<file path="src/design/wcpp_pkg.sv">
// Constants for the wide counter ping-pong control block
package wcpp_pkg;
   localparam logic [7:0] IDX_NARROW_CTL = 8'h00;
   localparam logic [7:0] IDX_SHARED_CTL = 8'h01;
   localparam logic [7:0] IDX_WIDE_CTL = 8'h02;
   localparam logic [7:0] IDX_WIDE_INIT = 8'h04;
   localparam logic [7:0] IDX_NARROW_INIT = 8'h05;
   localparam logic [7:0] IDX_IRQ_STATUS = 8'h06;
   localparam logic [7:0] IDX_IRQ_MASK = 8'h07;
   localparam logic [7:0] IDX_PORT_DATA = 8'h08;
   localparam logic [7:0] IDX_CAPTURE = 8'h09;
   localparam int RUN_BIT = 7;
   localparam int ONESHOT_BIT = 6;
   localparam int TIMEOUT_BIT = 5;
   localparam int PRESC_LO = 3;
   localparam int CAP_MASK_BIT = 2;
   localparam int TO_MASK_BIT = 1;
   localparam int PIN_ROUTE_BIT = 0;
   localparam int DEMOD_BIT = 7;
   localparam int COMBO_EN_BIT = 6;
   localparam int COMBO_LO = 4;
   localparam int PP_LO = 2;
   localparam logic [1:0] PP_CODE = 2'h1;
   localparam logic [7:0] CTL_RESET = 8'h00;
   localparam logic [15:0] WIDE_INIT_RESET = 16'hFFFF;
   localparam logic [7:0] NARROW_INIT_RESET = 8'hFF;
   localparam int IRQ_WTO = 0;
   localparam int IRQ_CAP = 1;
   localparam int IRQ_NTO = 2;
   localparam logic [2:0] SYNC_RESET = 3'h0;
endpackage

</file>
<file path="src/design/wcpp_top.sv">
// Wide counter control, ping-pong sequencing and timer pin routing
//Behaviour
//- The wide run bit at position 7 reads the counting state, a write of 1 starts and 0 stops.
//- In transmit mode bit 6 at 0 reloads at terminal count and at 1 halts there.
//- In demodulation mode bit 6 at 0 makes the wide counter act on input edges, at 1 ignore them.
//- The timeout flag at bit 5 sets on every terminal count, write 1 clears, write 0 keeps.
//- Wide bits 4:3 pick the wide count clock as system clock over 1, 2, 4 or 8, kept through stop recovery; the narrow counter counts every clock.
//- Bit 2 gates the capture interrupt and bit 1 gates the timeout interrupt, 1 enabling.
//- Wide control bit 0 at 1 routes the wide counter output to port 3 pin 5, else port data.
//- Narrow control bit 0 set routes the narrow counter output to port 3 pin 4.
//- Shared bit 6 set drives port 3 pin 6 with a combination of both outputs picked by bits 5:4.
//- In ping-pong outside demodulation, a finishing counter with bit 6 set clears its own run bit and the hardware sets the other.
//- Stopping and re-enabling a counter reloads its initial value.
`timescale 1ns/1ps
module wcpp_top
   import wcpp_pkg::*;
(
   input wire logic pclk,
   input wire logic presetn,
   input wire logic psel,
   input wire logic penable,
   input wire logic pwrite,
   input wire logic [31:0] paddr,
   input wire logic [31:0] pwdata,
   input wire logic [3:0] pstrb,
   output logic [31:0] prdata,
   output logic pready,
   output logic pslverr,
   input wire logic stop_recover,
   input wire logic demod_pin,
   output logic port3_pin4,
   output logic port3_pin5,
   output logic port3_pin6,
   output logic irq
);
   typedef struct packed {
      logic [7:0] wctl;
      logic [7:0] nctl;
      logic [7:0] sctl;
      logic [15:0] wini;
      logic [7:0] nini;
      logic [15:0] wcnt;
      logic [7:0] ncnt;
      logic [15:0] cap;
      logic [2:0] ist;
      logic [2:0] imask;
      logic [7:0] pdat;
      logic [2:0] pre;
      logic [2:0] sync;
      logic filt;
      logic wout;
      logic nout;
      logic p4;
      logic p5;
      logic p6;
      logic irq;
      logic [31:0] rdata;
      logic rdy;
      logic err;
   } wcpp_state_s;
   wcpp_state_s st_r;
   wcpp_state_s st_nxt;
   function automatic logic combo(input logic [1:0] sel, input logic a, input logic b);
      unique case (sel)
         2'h0: combo = a & b;
         2'h1: combo = a | b;
         2'h2: combo = ~(a | b);
         2'h3: combo = ~(a & b);
      endcase
   endfunction
   function automatic logic [7:0] byte_merge(input logic [7:0] old, input logic [31:0] wd,
                                             input logic [3:0] be);
      byte_merge = be[0] ? wd[7:0] : old;
   endfunction
   logic [7:0] idx;
   logic mapped;
   logic wr;
   logic tick;
   logic wtc;
   logic ntc;
   logic edge_in;
   logic pp_on;
   logic demod;
   logic [7:0] wv;
   logic [31:0] rsel;
   logic [2:0] pmask;
   always_comb
   begin
      st_nxt = st_r;
      idx = paddr[9:2];
      mapped = (paddr[1:0] == 2'h0) && (paddr[31:10] == 22'h0) &&
               (idx <= IDX_CAPTURE) && (idx != 8'h03);
      wr = psel && penable && st_r.rdy && pwrite && mapped;
      wv = byte_merge(8'h00, pwdata, pstrb);
      demod = st_r.sctl[DEMOD_BIT];
      pp_on = (st_r.sctl[PP_LO+1:PP_LO] == PP_CODE);
      pmask = 3'((4'h1 << st_r.wctl[PRESC_LO+1:PRESC_LO]) - 4'h1);
      tick = ((st_r.pre & pmask) == pmask);
      st_nxt.pre = 3'(st_r.pre + 3'h1);
      // Three-stage input filter
      st_nxt.sync = {st_r.sync[1:0], demod_pin};
      if (st_r.sync[1] == st_r.sync[2])
         st_nxt.filt = st_r.sync[2];
      edge_in = (st_nxt.filt != st_r.filt);
      wtc = 1'b0;
      ntc = 1'b0;
      // Wide counter engine
      if (st_r.wctl[RUN_BIT] && !demod && tick)
      begin
         if (st_r.wcnt == 16'h0)
         begin
            wtc = 1'b1;
            st_nxt.wout = ~st_r.wout;
            st_nxt.wcnt = st_r.wini;
            if (st_r.wctl[ONESHOT_BIT])
               st_nxt.wctl[RUN_BIT] = 1'b0;
         end
         else
            st_nxt.wcnt = 16'(st_r.wcnt - 16'h1);
      end
      if (st_r.wctl[RUN_BIT] && demod)
      begin
         if (edge_in && !st_r.wctl[ONESHOT_BIT])
         begin
            st_nxt.cap = 16'(st_r.wini - st_r.wcnt);
            st_nxt.wcnt = st_r.wini;
            st_nxt.wout = st_nxt.filt;
            if (st_r.wctl[CAP_MASK_BIT])
               st_nxt.ist[IRQ_CAP] = 1'b1;
         end
         else if (tick)
         begin
            if (st_r.wcnt == 16'h0)
            begin
               wtc = 1'b1;
               st_nxt.wcnt = st_r.wini;
            end
            else
               st_nxt.wcnt = 16'(st_r.wcnt - 16'h1);
         end
      end
      // Narrow counter engine
      if (st_r.nctl[RUN_BIT])
      begin
         if (st_r.ncnt == 8'h0)
         begin
            ntc = 1'b1;
            st_nxt.nout = ~st_r.nout;
            st_nxt.ncnt = st_r.nini;
            if (st_r.nctl[ONESHOT_BIT])
               st_nxt.nctl[RUN_BIT] = 1'b0;
         end
         else
            st_nxt.ncnt = 8'(st_r.ncnt - 8'h1);
      end
      if (pp_on && !demod)
      begin
         if (wtc && st_r.wctl[ONESHOT_BIT])
         begin
            st_nxt.nctl[RUN_BIT] = 1'b1;
            st_nxt.ncnt = st_r.nini;
         end
         if (ntc && st_r.nctl[ONESHOT_BIT])
         begin
            st_nxt.wctl[RUN_BIT] = 1'b1;
            st_nxt.wcnt = st_r.wini;
         end
      end
      // Register writes
      if (wr)
      begin
         unique case (idx)
            IDX_WIDE_CTL:
            begin
               if (wv[RUN_BIT] && !st_r.wctl[RUN_BIT])
                  st_nxt.wcnt = st_r.wini;
               st_nxt.wctl[RUN_BIT] = wv[RUN_BIT];
               st_nxt.wctl[ONESHOT_BIT:PRESC_LO] = {wv[ONESHOT_BIT], st_nxt.wctl[TIMEOUT_BIT],
                                                     wv[PRESC_LO+1:PRESC_LO]};
               st_nxt.wctl[CAP_MASK_BIT:PIN_ROUTE_BIT] = wv[CAP_MASK_BIT:PIN_ROUTE_BIT];
               if (wv[TIMEOUT_BIT])
                  st_nxt.wctl[TIMEOUT_BIT] = 1'b0;
            end
            IDX_NARROW_CTL:
            begin
               if (wv[RUN_BIT] && !st_r.nctl[RUN_BIT])
                  st_nxt.ncnt = st_r.nini;
               st_nxt.nctl = {wv[RUN_BIT:ONESHOT_BIT], st_nxt.nctl[TIMEOUT_BIT] & ~wv[TIMEOUT_BIT],
                              wv[4:0]};
            end
            IDX_SHARED_CTL: st_nxt.sctl = wv;
            IDX_WIDE_INIT: st_nxt.wini = pstrb[1] ? {pwdata[15:8], wv} : {st_r.wini[15:8], wv};
            IDX_NARROW_INIT: st_nxt.nini = wv;
            IDX_IRQ_STATUS: st_nxt.ist = (st_r.ist & ~wv[2:0]) | (st_nxt.ist & ~st_r.ist);
            IDX_IRQ_MASK: st_nxt.imask = wv[2:0];
            IDX_PORT_DATA: st_nxt.pdat = wv;
            default: ;
         endcase
      end
      if (wtc)
      begin
         st_nxt.wctl[TIMEOUT_BIT] = 1'b1;
         if (st_r.wctl[TO_MASK_BIT])
            st_nxt.ist[IRQ_WTO] = 1'b1;
      end
      if (ntc)
      begin
         st_nxt.nctl[TIMEOUT_BIT] = 1'b1;
         if (st_r.nctl[TO_MASK_BIT])
            st_nxt.ist[IRQ_NTO] = 1'b1;
      end
      if (stop_recover)
      begin
         st_nxt.wctl = {CTL_RESET[7:5], st_r.wctl[PRESC_LO+1:PRESC_LO], CTL_RESET[2:0]};
         st_nxt.nctl = CTL_RESET;
         st_nxt.sctl = CTL_RESET;
      end
      st_nxt.p5 = st_nxt.wctl[PIN_ROUTE_BIT] ? st_nxt.wout : st_nxt.pdat[5];
      st_nxt.p4 = st_nxt.nctl[PIN_ROUTE_BIT] ? st_nxt.nout : st_nxt.pdat[4];
      st_nxt.p6 = st_nxt.sctl[COMBO_EN_BIT] ?
                  combo(st_nxt.sctl[COMBO_LO+1:COMBO_LO], st_nxt.nout, st_nxt.wout) :
                  st_nxt.pdat[6];
      st_nxt.irq = |(st_nxt.ist & st_nxt.imask);
      // APB read path, no wait states
      unique case (idx)
         IDX_WIDE_CTL: rsel = {24'h0, st_r.wctl};
         IDX_NARROW_CTL: rsel = {24'h0, st_r.nctl};
         IDX_SHARED_CTL: rsel = {24'h0, st_r.sctl};
         IDX_WIDE_INIT: rsel = {16'h0, st_r.wini};
         IDX_NARROW_INIT: rsel = {24'h0, st_r.nini};
         IDX_IRQ_STATUS: rsel = {29'h0, st_r.ist};
         IDX_IRQ_MASK: rsel = {29'h0, st_r.imask};
         IDX_PORT_DATA: rsel = {24'h0, st_r.pdat};
         IDX_CAPTURE: rsel = {16'h0, st_r.cap};
         default: rsel = 32'h0;
      endcase
      st_nxt.rdy = psel && !penable;
      st_nxt.err = psel && !penable && !mapped;
      st_nxt.rdata = (psel && !penable && !pwrite && mapped) ? rsel : 32'h0;
   end
   always_ff @(posedge pclk or negedge presetn)
   begin
      if (!presetn)
      begin
         st_r <= '0;
         st_r.wini <= WIDE_INIT_RESET;
         st_r.nini <= NARROW_INIT_RESET;
         st_r.sync <= SYNC_RESET;
      end
      else
      begin
         st_r <= st_nxt;
      end
   end
   assign prdata = st_r.rdata;
   assign pready = st_r.rdy;
   assign pslverr = st_r.err;
   assign port3_pin4 = st_r.p4;
   assign port3_pin5 = st_r.p5;
   assign port3_pin6 = st_r.p6;
   assign irq = st_r.irq;
endmodule // wcpp_top

</file>
<file path="config.mk">
export PLATFORM = sky130hd
export DESIGN_NAME = wcpp_top
export DESIGN_NICKNAME = d
export VERILOG_FILES = /design/src/design/wcpp_pkg.sv /design/src/design/wcpp_top.sv
export SDC_FILE = /design/constraint.sdc
export NUM_CORES = 1
export LEC_CHECK = 0
export ABC_AREA = 1
export BUFFER_PORTS_ARGS = -buffer_cell sky130_fd_sc_hd__buf_2
export CAP_MARGIN = 30
export CORE_MARGIN = 8
export CORE_UTILIZATION = 61
export DETAILED_ROUTE_END_ITERATION = 10
export GPL_ROUTABILITY_DRIVEN = 0
export PLACE_DENSITY = 0.84
export SLEW_MARGIN = 15
export SYNTH_ARGS = -nofsm -noshare
export SYNTH_HDL_FRONTEND = slang
export SYNTH_SLANG_ARGS = --single-unit
</file>
<file path="constraint.sdc">
create_clock -name pclk -period 3.46 [get_ports pclk]
set_input_delay 0.519 -clock pclk [delete_from_list [all_inputs] [get_ports pclk]]
set_output_delay 0.519 -clock pclk [all_outputs]
set_load 0.01 [all_outputs]
</file>
==> Word level (Yosys, flattened, before mapping) <==
Index checks and enable logic that the tools add are counted.
{ "totals": {"output_inout_bits": 38, "in_bits": 75, "register_bits": 149, "romBits": 0, "word_cells": 192, "latch_bits": 0, "memories": 0, "ramBits": 0} }
{ "op_classes": {"add_sub_neg": 5, "n_shift": 1, "reduce_logical": 54, "eq_ne": 16, "mul": 0, "n_bitwise": 16, "order_cmp": 1, "n_div": 0, "mux": 68} }
{ "ops": {"columns": ["op", "n"], "rows": [
  ["16-bit 2-to-1 mux", 10],
  ["16-bit case mux with 9 select lines", 1],
  ["8-bit 2-to-1 mux", 11],
  ["72-bit 2-to-1 mux", 1],
  ["24-bit 2-to-1 mux", 2],
  ["1-bit 2-to-1 mux", 38],
  ["8-bit by 3-bit equality test with 1-bit output, second input constant", 4],
  ["32-bit 2-to-1 mux", 1],
  ["22-bit logical NOT", 1],
  ["1-bit logical AND", 20],
  ["8-bit by 4-bit equality test with 1-bit output, second input constant", 2],
  ["16-bit logical NOT", 1],
  ["8-bit logical NOT", 2],
  ["2-bit AND reduction", 8],
  ["16-bit by 1-bit subtractor with 16-bit output, second input constant", 1],
  ["16-bit subtractor", 1],
  ["3-bit nonzero test", 5],
  ["14-bit 2-to-1 mux", 1],
  ["3-bit bitwise AND", 4],
  ["3-bit AND reduction", 3],
  ["8-bit by 1-bit equality test with 1-bit output, second input constant", 1],
  ["8-bit by 2-bit equality test with 1-bit output, second input constant", 1],
  ["8-bit by 4-bit less-or-equal comparator with 1-bit output, second input constant", 1],
  ["8-bit by 2-bit inequality test with 1-bit output, second input constant", 1],
  ["other kinds (20)", 40]
]} }

==> Depth between registers and ports, before layout <==
Gate-level depths: netlist (run 1).
{ "depth": {"depth_word": 21, "depth_mapped": 15, "mapped_depth_nobuf": 15} }

==> Least setup slack after synthesis (run 1) <==
No wires, ideal clock.
{ "synth_timing": {"kind": "reg-to-reg", "from": "reg st_r[109] (netlist bit)", "to": "reg st_r[71] (netlist bit)", "path_slack_ns": 1.241, "arrival_time_ns": 2.084, "setup_ns": 0.135, "synth_period_minus_slack_ns": 2.219, "n_path_buf": 0, "required_time_ns": 3.325, "path_stages_with_launch": 12, "cell_sequence": "dfstp_2 -> inv_1 -> ha_1 -> fa_1 -> nand3b_1 -> nand2_1 -> a21boi_0 -> o21ai_0 -> nand2_1 -> nand2_1 -> xnor2_1 -> o21ai_0"} }
{ "synth_between": {"elab_chain_len": 1} }
{ "synth_lines": {"columns": ["element", "line", "source"], "rows": [
  ["from (decl)", "wcpp_top.sv:61", "wcpp_state_s st_r;"],
  ["from (signal assigned)", "wcpp_top.sv:252", "st_r <= st_nxt;"],
  ["16-bit subtractor", "wcpp_top.sv:125", "st_nxt.cap = 16'(st_r.wini - st_r.wcnt);"]
]} }
Every way passes these cells.
A chain may end at the register's enable or synchronous reset.

==> Worst setup path in the final report (run 1) <==
Ends and elaborated chain as after synthesis.

==> results.cfg, run 1 <==
[timing]
hold_viol = 0
setup_viol = 0
fin_skew_ps = 7.99
post-route-period-util_pct = 73.2
fmax_mhz = 395
finalSetupTns_ps = 0
slew_violations = 0
rsz0062_at_grt = false
worstMarginPinSlew_ps = 713
relSlewSlack_pct = 52.4
post-route-min-period_ps = 2530

[route]
drtPass1Iterations = 8
wl_met3_mm = 2.70
vias_per_cell = 5.86
num_vias = 7490
met1_length_mm = 9.20
ant_nets = 0
drc = 0
top_layer = met4
wl_per_cell_um = 17.5
drt_iter0_drc = 1079
wl_met2_mm = 9.77
postRouteWirelength_mm = 22.4

[synth]
syn_avg_cell_area_um2 = 7.67
synth_cells = 1025
ys_top_cells_by_count = 246 x nand2_1, 133 x inv_1, 109 x dfrtp_1, 86 x o21ai_0, 82 x nor2_1
synth_area_um2 = 7860
yosys.area.top_type_share_pct = 34.7
synth.most_common_cell = nand2_1
yosysTopAreaCell = dfrtp_1
synth_cell_types = 50
ys_ff_latch = 133
yosys-top-cells-area = dfrtp_1 35%, nand2_1 12%, dfstp_2 8.0%, inv_1 6.4%, o21ai_0 5.5%
synthFlopType = dfrtp_1
synth_edf_count = 0
synth_seq_area_share_pct = 42.7
ys_async_sr_fraction_pct = 100
synth_warnings = 0

[global_route]
grt_pass1_wl_mm = 36.4
antenna_found_initial = 0
grt_usage_pct = 28.0
grt_overflow_total = 0
grt_pass1_vias = 7139
grt_max_degree = 79

[clock_network]
cts_hold_buf = 0
clock_path_buffers = 2
clock-sinks = 133
numCtsBuffers = 17
clk_pin_slew_worst_paths_ps = 60
clk_latency_ps = 440
root_buffer = clkbuf_16
cts-resized-gates = 0
h-tree-depth = 4
tritoncts = done
post-cts-setup-buffer-count = 0

[run]
maxCapViolations = 0

[power_and_ir_drop]
powerDensity_nw_per_um2 = 461
p_leak_nw = 4.36
ir_drop_uv = 352

[floorplanning]
rows = 41
start_util_pct = 62.3
ios = 113
die_area_um2 = 16800
die_h_um = 130
fp.dieW_um = 130
coreArea_um2 = 12600

[setup_path]
crit_path_start_kind = register
required_ps = 3750
crit_type = reg -> reg
end_kind = register
cp_max_fo = 3
crit_arrival_ps = 2820

[finish]
antenna_cells = 0
nets = 1189
post_layout_nonfiller_instances = 1279
syn_to_final_growth_pct = 12.8
n_fill_cell = 1016
drive_above_1_share_pct = 16.4

[placed_design]
port_buffers = 78
dp_hpwl_mm = 16.0
dp_cells = 1247

[min_path]
hold_path.class = in -> async

[status]
run_status = finished clean
final cells by class:
| cell class | count | area [um2] | share of cell area [%] |
|---|---|---|---|
| Multi-Input combinational cell | 717 | 3700 | 41.7 |
| Sequential cell | 133 | 3360 | 37.9 |
| Inverter | 141 | 532 | 6.00 |
| Clock buffer | 20 | 467 | 5.27 |
| Timing Repair Buffer | 84 | 442 | 4.98 |
| Tap cell | 172 | 215 | 2.43 |
| Clock inverter | 12 | 151 | 1.71 |
state kept, by name (all words and copies together) (netlist names):
name / flops
irq: 1
st_r: 108
pslverr: 1
prdata: 16
st_nxt: 2
port3_pin5: 1
pready: 1
port3_pin6: 1
demod: 1
port3_pin4: 1
logic make-up (layout without fill, tap and decap cells):
family                   count (synthesis)  count (layout)  share of synthesized area (%)
AND/OR/NAND/NOR                        444             444                           24.5
AO/OA/AOI/OAI                          206             206                           14.8
buffers and inverters                  190             257                           11.0
flip-flops                             133             133                           42.7
XOR/XNOR                                24              24                           2.67
adder cells (fa/ha/maj)                 20              20                           3.28
multiplexers                             7               7                           1.00
other                                    1              16                         0.0477
per-stage QoR:
step           utilization (%)  power, W  area, um2  hold slack (ps)  setup WS (ps)
2_1_floorplan                -   0.00204       7920              223           1240
3_3_place_gp              65.3   0.00218       8240              334           1020
3_5_place_dp              65.3   0.00219       8240              345            957
4_1_cts                   70.2   0.00407       8860              137            961
5_1_grt                   70.2   0.00424       8860              171            731
6_report                  70.2   0.00408       8860             99.7            929
power breakdown:
group          switching, W  total [W]  internal, W
combinational      0.000359   0.000549     0.000190
clock              0.000702    0.00189      0.00119
sequential        0.0000446    0.00165      0.00160
cells in the final DEF (no fill, tap or decap), types with 17 or more instances in the layout:
cell type / count
xor2_1: 18
nor2_1: 82
nand2_1: 246
clkbuf_16: 17
nand3_1: 65
o21ai_0: 86
inv_1: 133
dfrtp_1: 109
o22ai_1: 21
dfstp_2: 24
o21ai_1: 19
ha_1: 19
buf_2: 77
a21oi_1: 47
critical path: stages, from the launching register on:
cell	delay (ps)
dfstp_2	560
inv_1	80
ha_1	200
fa_1	400
nand3b_1	170
nand2_1	140
a21boi_0	170
o21ai_0	290
nand2_1	100
nand2_1	90
xnor2_1	110
o21ai_0	80
final timing paths:
check / startpoint / end / slack, ps / cells past startpoint
worst max-delay path: st_r[109] / st_r[71] / 930 / 11
worst min-delay path: presetn / st_r[55] / 100 / 1
worst max register to register: st_r[109] / st_r[71] / 930 / 11
worst min register to register: st_nxt[42] / st_nxt[43] / 350 / 0
max in group asynchronous: presetn / st_r[118] / 2440 / 2
min in group pclk: demod_pin / st_nxt[42] / 190 / 1
routing by layer:
layer / global-route usage [%] / vias up
met5: 0 / -
met2: 41.3 / 513
met3: 7.89 / 71
li1: - / 3451
met4: 11.4 / 0
met1: 38.2 / 3455
(Power assumes the default switching activity.)
==> run 2: changes to the inputs <==
Settings changed: CORE_UTILIZATION 61 to 52, PLACE_DENSITY 0.84 to 0.76.
Clock period 3.46 ns to 2.28 ns, I/O delays scaled along.
==> results.cfg, run 2 (same netlist as run 1, synthesis figures left out) <==
[setup_path]
cp_max_fo = 5
crit_arrival_ps = 2470
path_cells = inv_1, ha_1, nand3_1, nor2_1, nand3b_1, nor2_1, nand3_1, nand2_1, inv_1, o21ai_0, o21ai_0
cp_slowest_stage_delay_ps = 410
cpMaxStageDelayCell = dfrtp_1
end_kind = register
crit_type = reg -> reg
crit_buf_inv = 2
required_ps = 2580
crit_path_start_kind = register
cp_top_family = simple AND/OR/NAND/NOR gates

[power_and_ir_drop]
swShare_pct = 28.5
powerDensity_nw_per_um2 = 659
combinationalPowerShare_pct = 14.7
p_leak_nw = 4.50
clkPwrFrac_pct = 43.7
p_sw_w = 0.00171
ir_drop_uv = 559
p_seq_share_pct = 41.6
p_int_w = 0.00430

[floorplanning]
coreArea_um2 = 15000
die_area_um2 = 19300
ios = 113
die_h_um = 139
rows = 45
start_util_pct = 52.5
fp.dieW_um = 139

[clock_network]
tritoncts = done
numCtsBuffers = 17
clk_latency_ps = 430
clock_path_buffers = 2
h-tree-depth = 4
post-cts-setup-buffer-count = 0
clk_pin_slew_worst_paths_ps = 60
root_buffer = clkbuf_16
clock-sinks = 133

[placed_design]
port_buffers = 78
dp_slack_ps = 13.2
dp_hpwl_mm = 16.7
placed_area_um2 = 8510
dp_cells = 1294

[route]
postRouteWirelength_mm = 22.3
num_vias = 7399
wl_per_cell_um = 16.8
ant_nets = 0
drc = 0
vias_per_cell = 5.58
drt_iter0_drc = 754
drtPass1Iterations = 8

[status]
run_status = finished clean

[timing]
hold_viol = 0
rsz0062_at_grt = false
post-route-min-period_ps = 2180
fmax_mhz = 460
fin_ws_ps = 105
worstMarginPinSlew_ps = 525
finalSetupTns_ps = 0
relSlewSlack_pct = 65.0
slew_violations = 0
post-route-period-util_pct = 95.4
setup_viol = 0
fin_skew_ps = 9.66

[finish]
largest_reg_flops = 108
design_area_um2 = 9120
max_flop_register = st_r
layout_common_cells = 246 x nand2_1, 133 x inv_1, 109 x dfrtp_1
syn_to_final_growth_pct = 16.1
antenna_cells = 0
final_common_cell = nand2_1
finish.utilization_pct = 60.9
nets = 1221
drive_above_1_share_pct = 19.1
post_layout_nonfiller_instances = 1327

[global_route]
grt_usage_pct = 23.2
antenna_found_initial = 0
grt_overflow_total = 0
grt_max_degree = 58
grt_pass1_vias = 7100
grt_pass1_wl_mm = 35.8

[min_path]
hold_path.class = in -> reg

[run]
maxCapViolations = 0
## run 2: cell types whose count changed in the layout (fill, tap and decap cells not counted), sizes merged
cell,delta
buf,+31
inv,+3
bufinv,-2
clkbuf,-2
clkinvlp,+2
clkinv,-1
dlygate4sd3,+1
## run 2: metal layers
metal,GRT usage (%),routed length (um),up-vias
li1,-,-,3517
met1,31.0,9740,3445
met2,34.8,9920,390
met3,6.92,2080,47
met4,8.78,522,0
met5,0,0,-
## run 2: cell type report
class                           count  area (um2)
Tap cell                          188         235
Fill cell                        1331        5850
Clock buffer                       18         439
Sequential cell                   133        3360
Multi-Input combinational cell    717        3740
Timing Repair Buffer              116         697
Clock inverter                     14         126
Inverter                          141         532
## run 2: stage by stage
step,hold WS [ps],power (W)
2_1_floorplan,46.4,0.00310
3_3_place_gp,334,0.00336
3_5_place_dp,333,0.00338
4_1_cts,8.09,0.00600
5_1_grt,8.10,0.00628
6_report,19.2,0.00602
## run 2: final timing paths
| check | start | to | slack [ps] | cells past startpoint |
|---|---|---|---|---|
| max | st_r[86] | st_r[83] | 100 | 11 |
| min | demod_pin | st_nxt[42] | 20 | 1 |
| max reg2reg | st_r[86] | st_r[83] | 100 | 11 |
| min reg2reg | st_nxt[42] | st_nxt[43] | 350 | 0 |
| max in group asynchronous | presetn | st_r[124] | 1110 | 3 |
| min in group asynchronous | presetn | st_r[57] | 440 | 2 |
## run 2: power by group through the flow
stage / sequential, W / combinational [W] / clock [W]
floorplan: 0.00252 / 0.000578 / 0
global placement: 0.00254 / 0.000829 / 0
detailed placement: 0.00254 / 0.000849 / 0
CTS: 0.00250 / 0.000860 / 0.00264
global route: 0.00251 / 0.00101 / 0.00276
finish: 0.00250 / 0.000885 / 0.00263
## run 2: timing repair
action | CTS | global route
endpoints found under the setup margin | 2 | 10
hold buffers | 1 | 0
resized for setup | 1 | 11
endpoints found under the hold margin | 46 | 0
pin swaps | 1 | 1
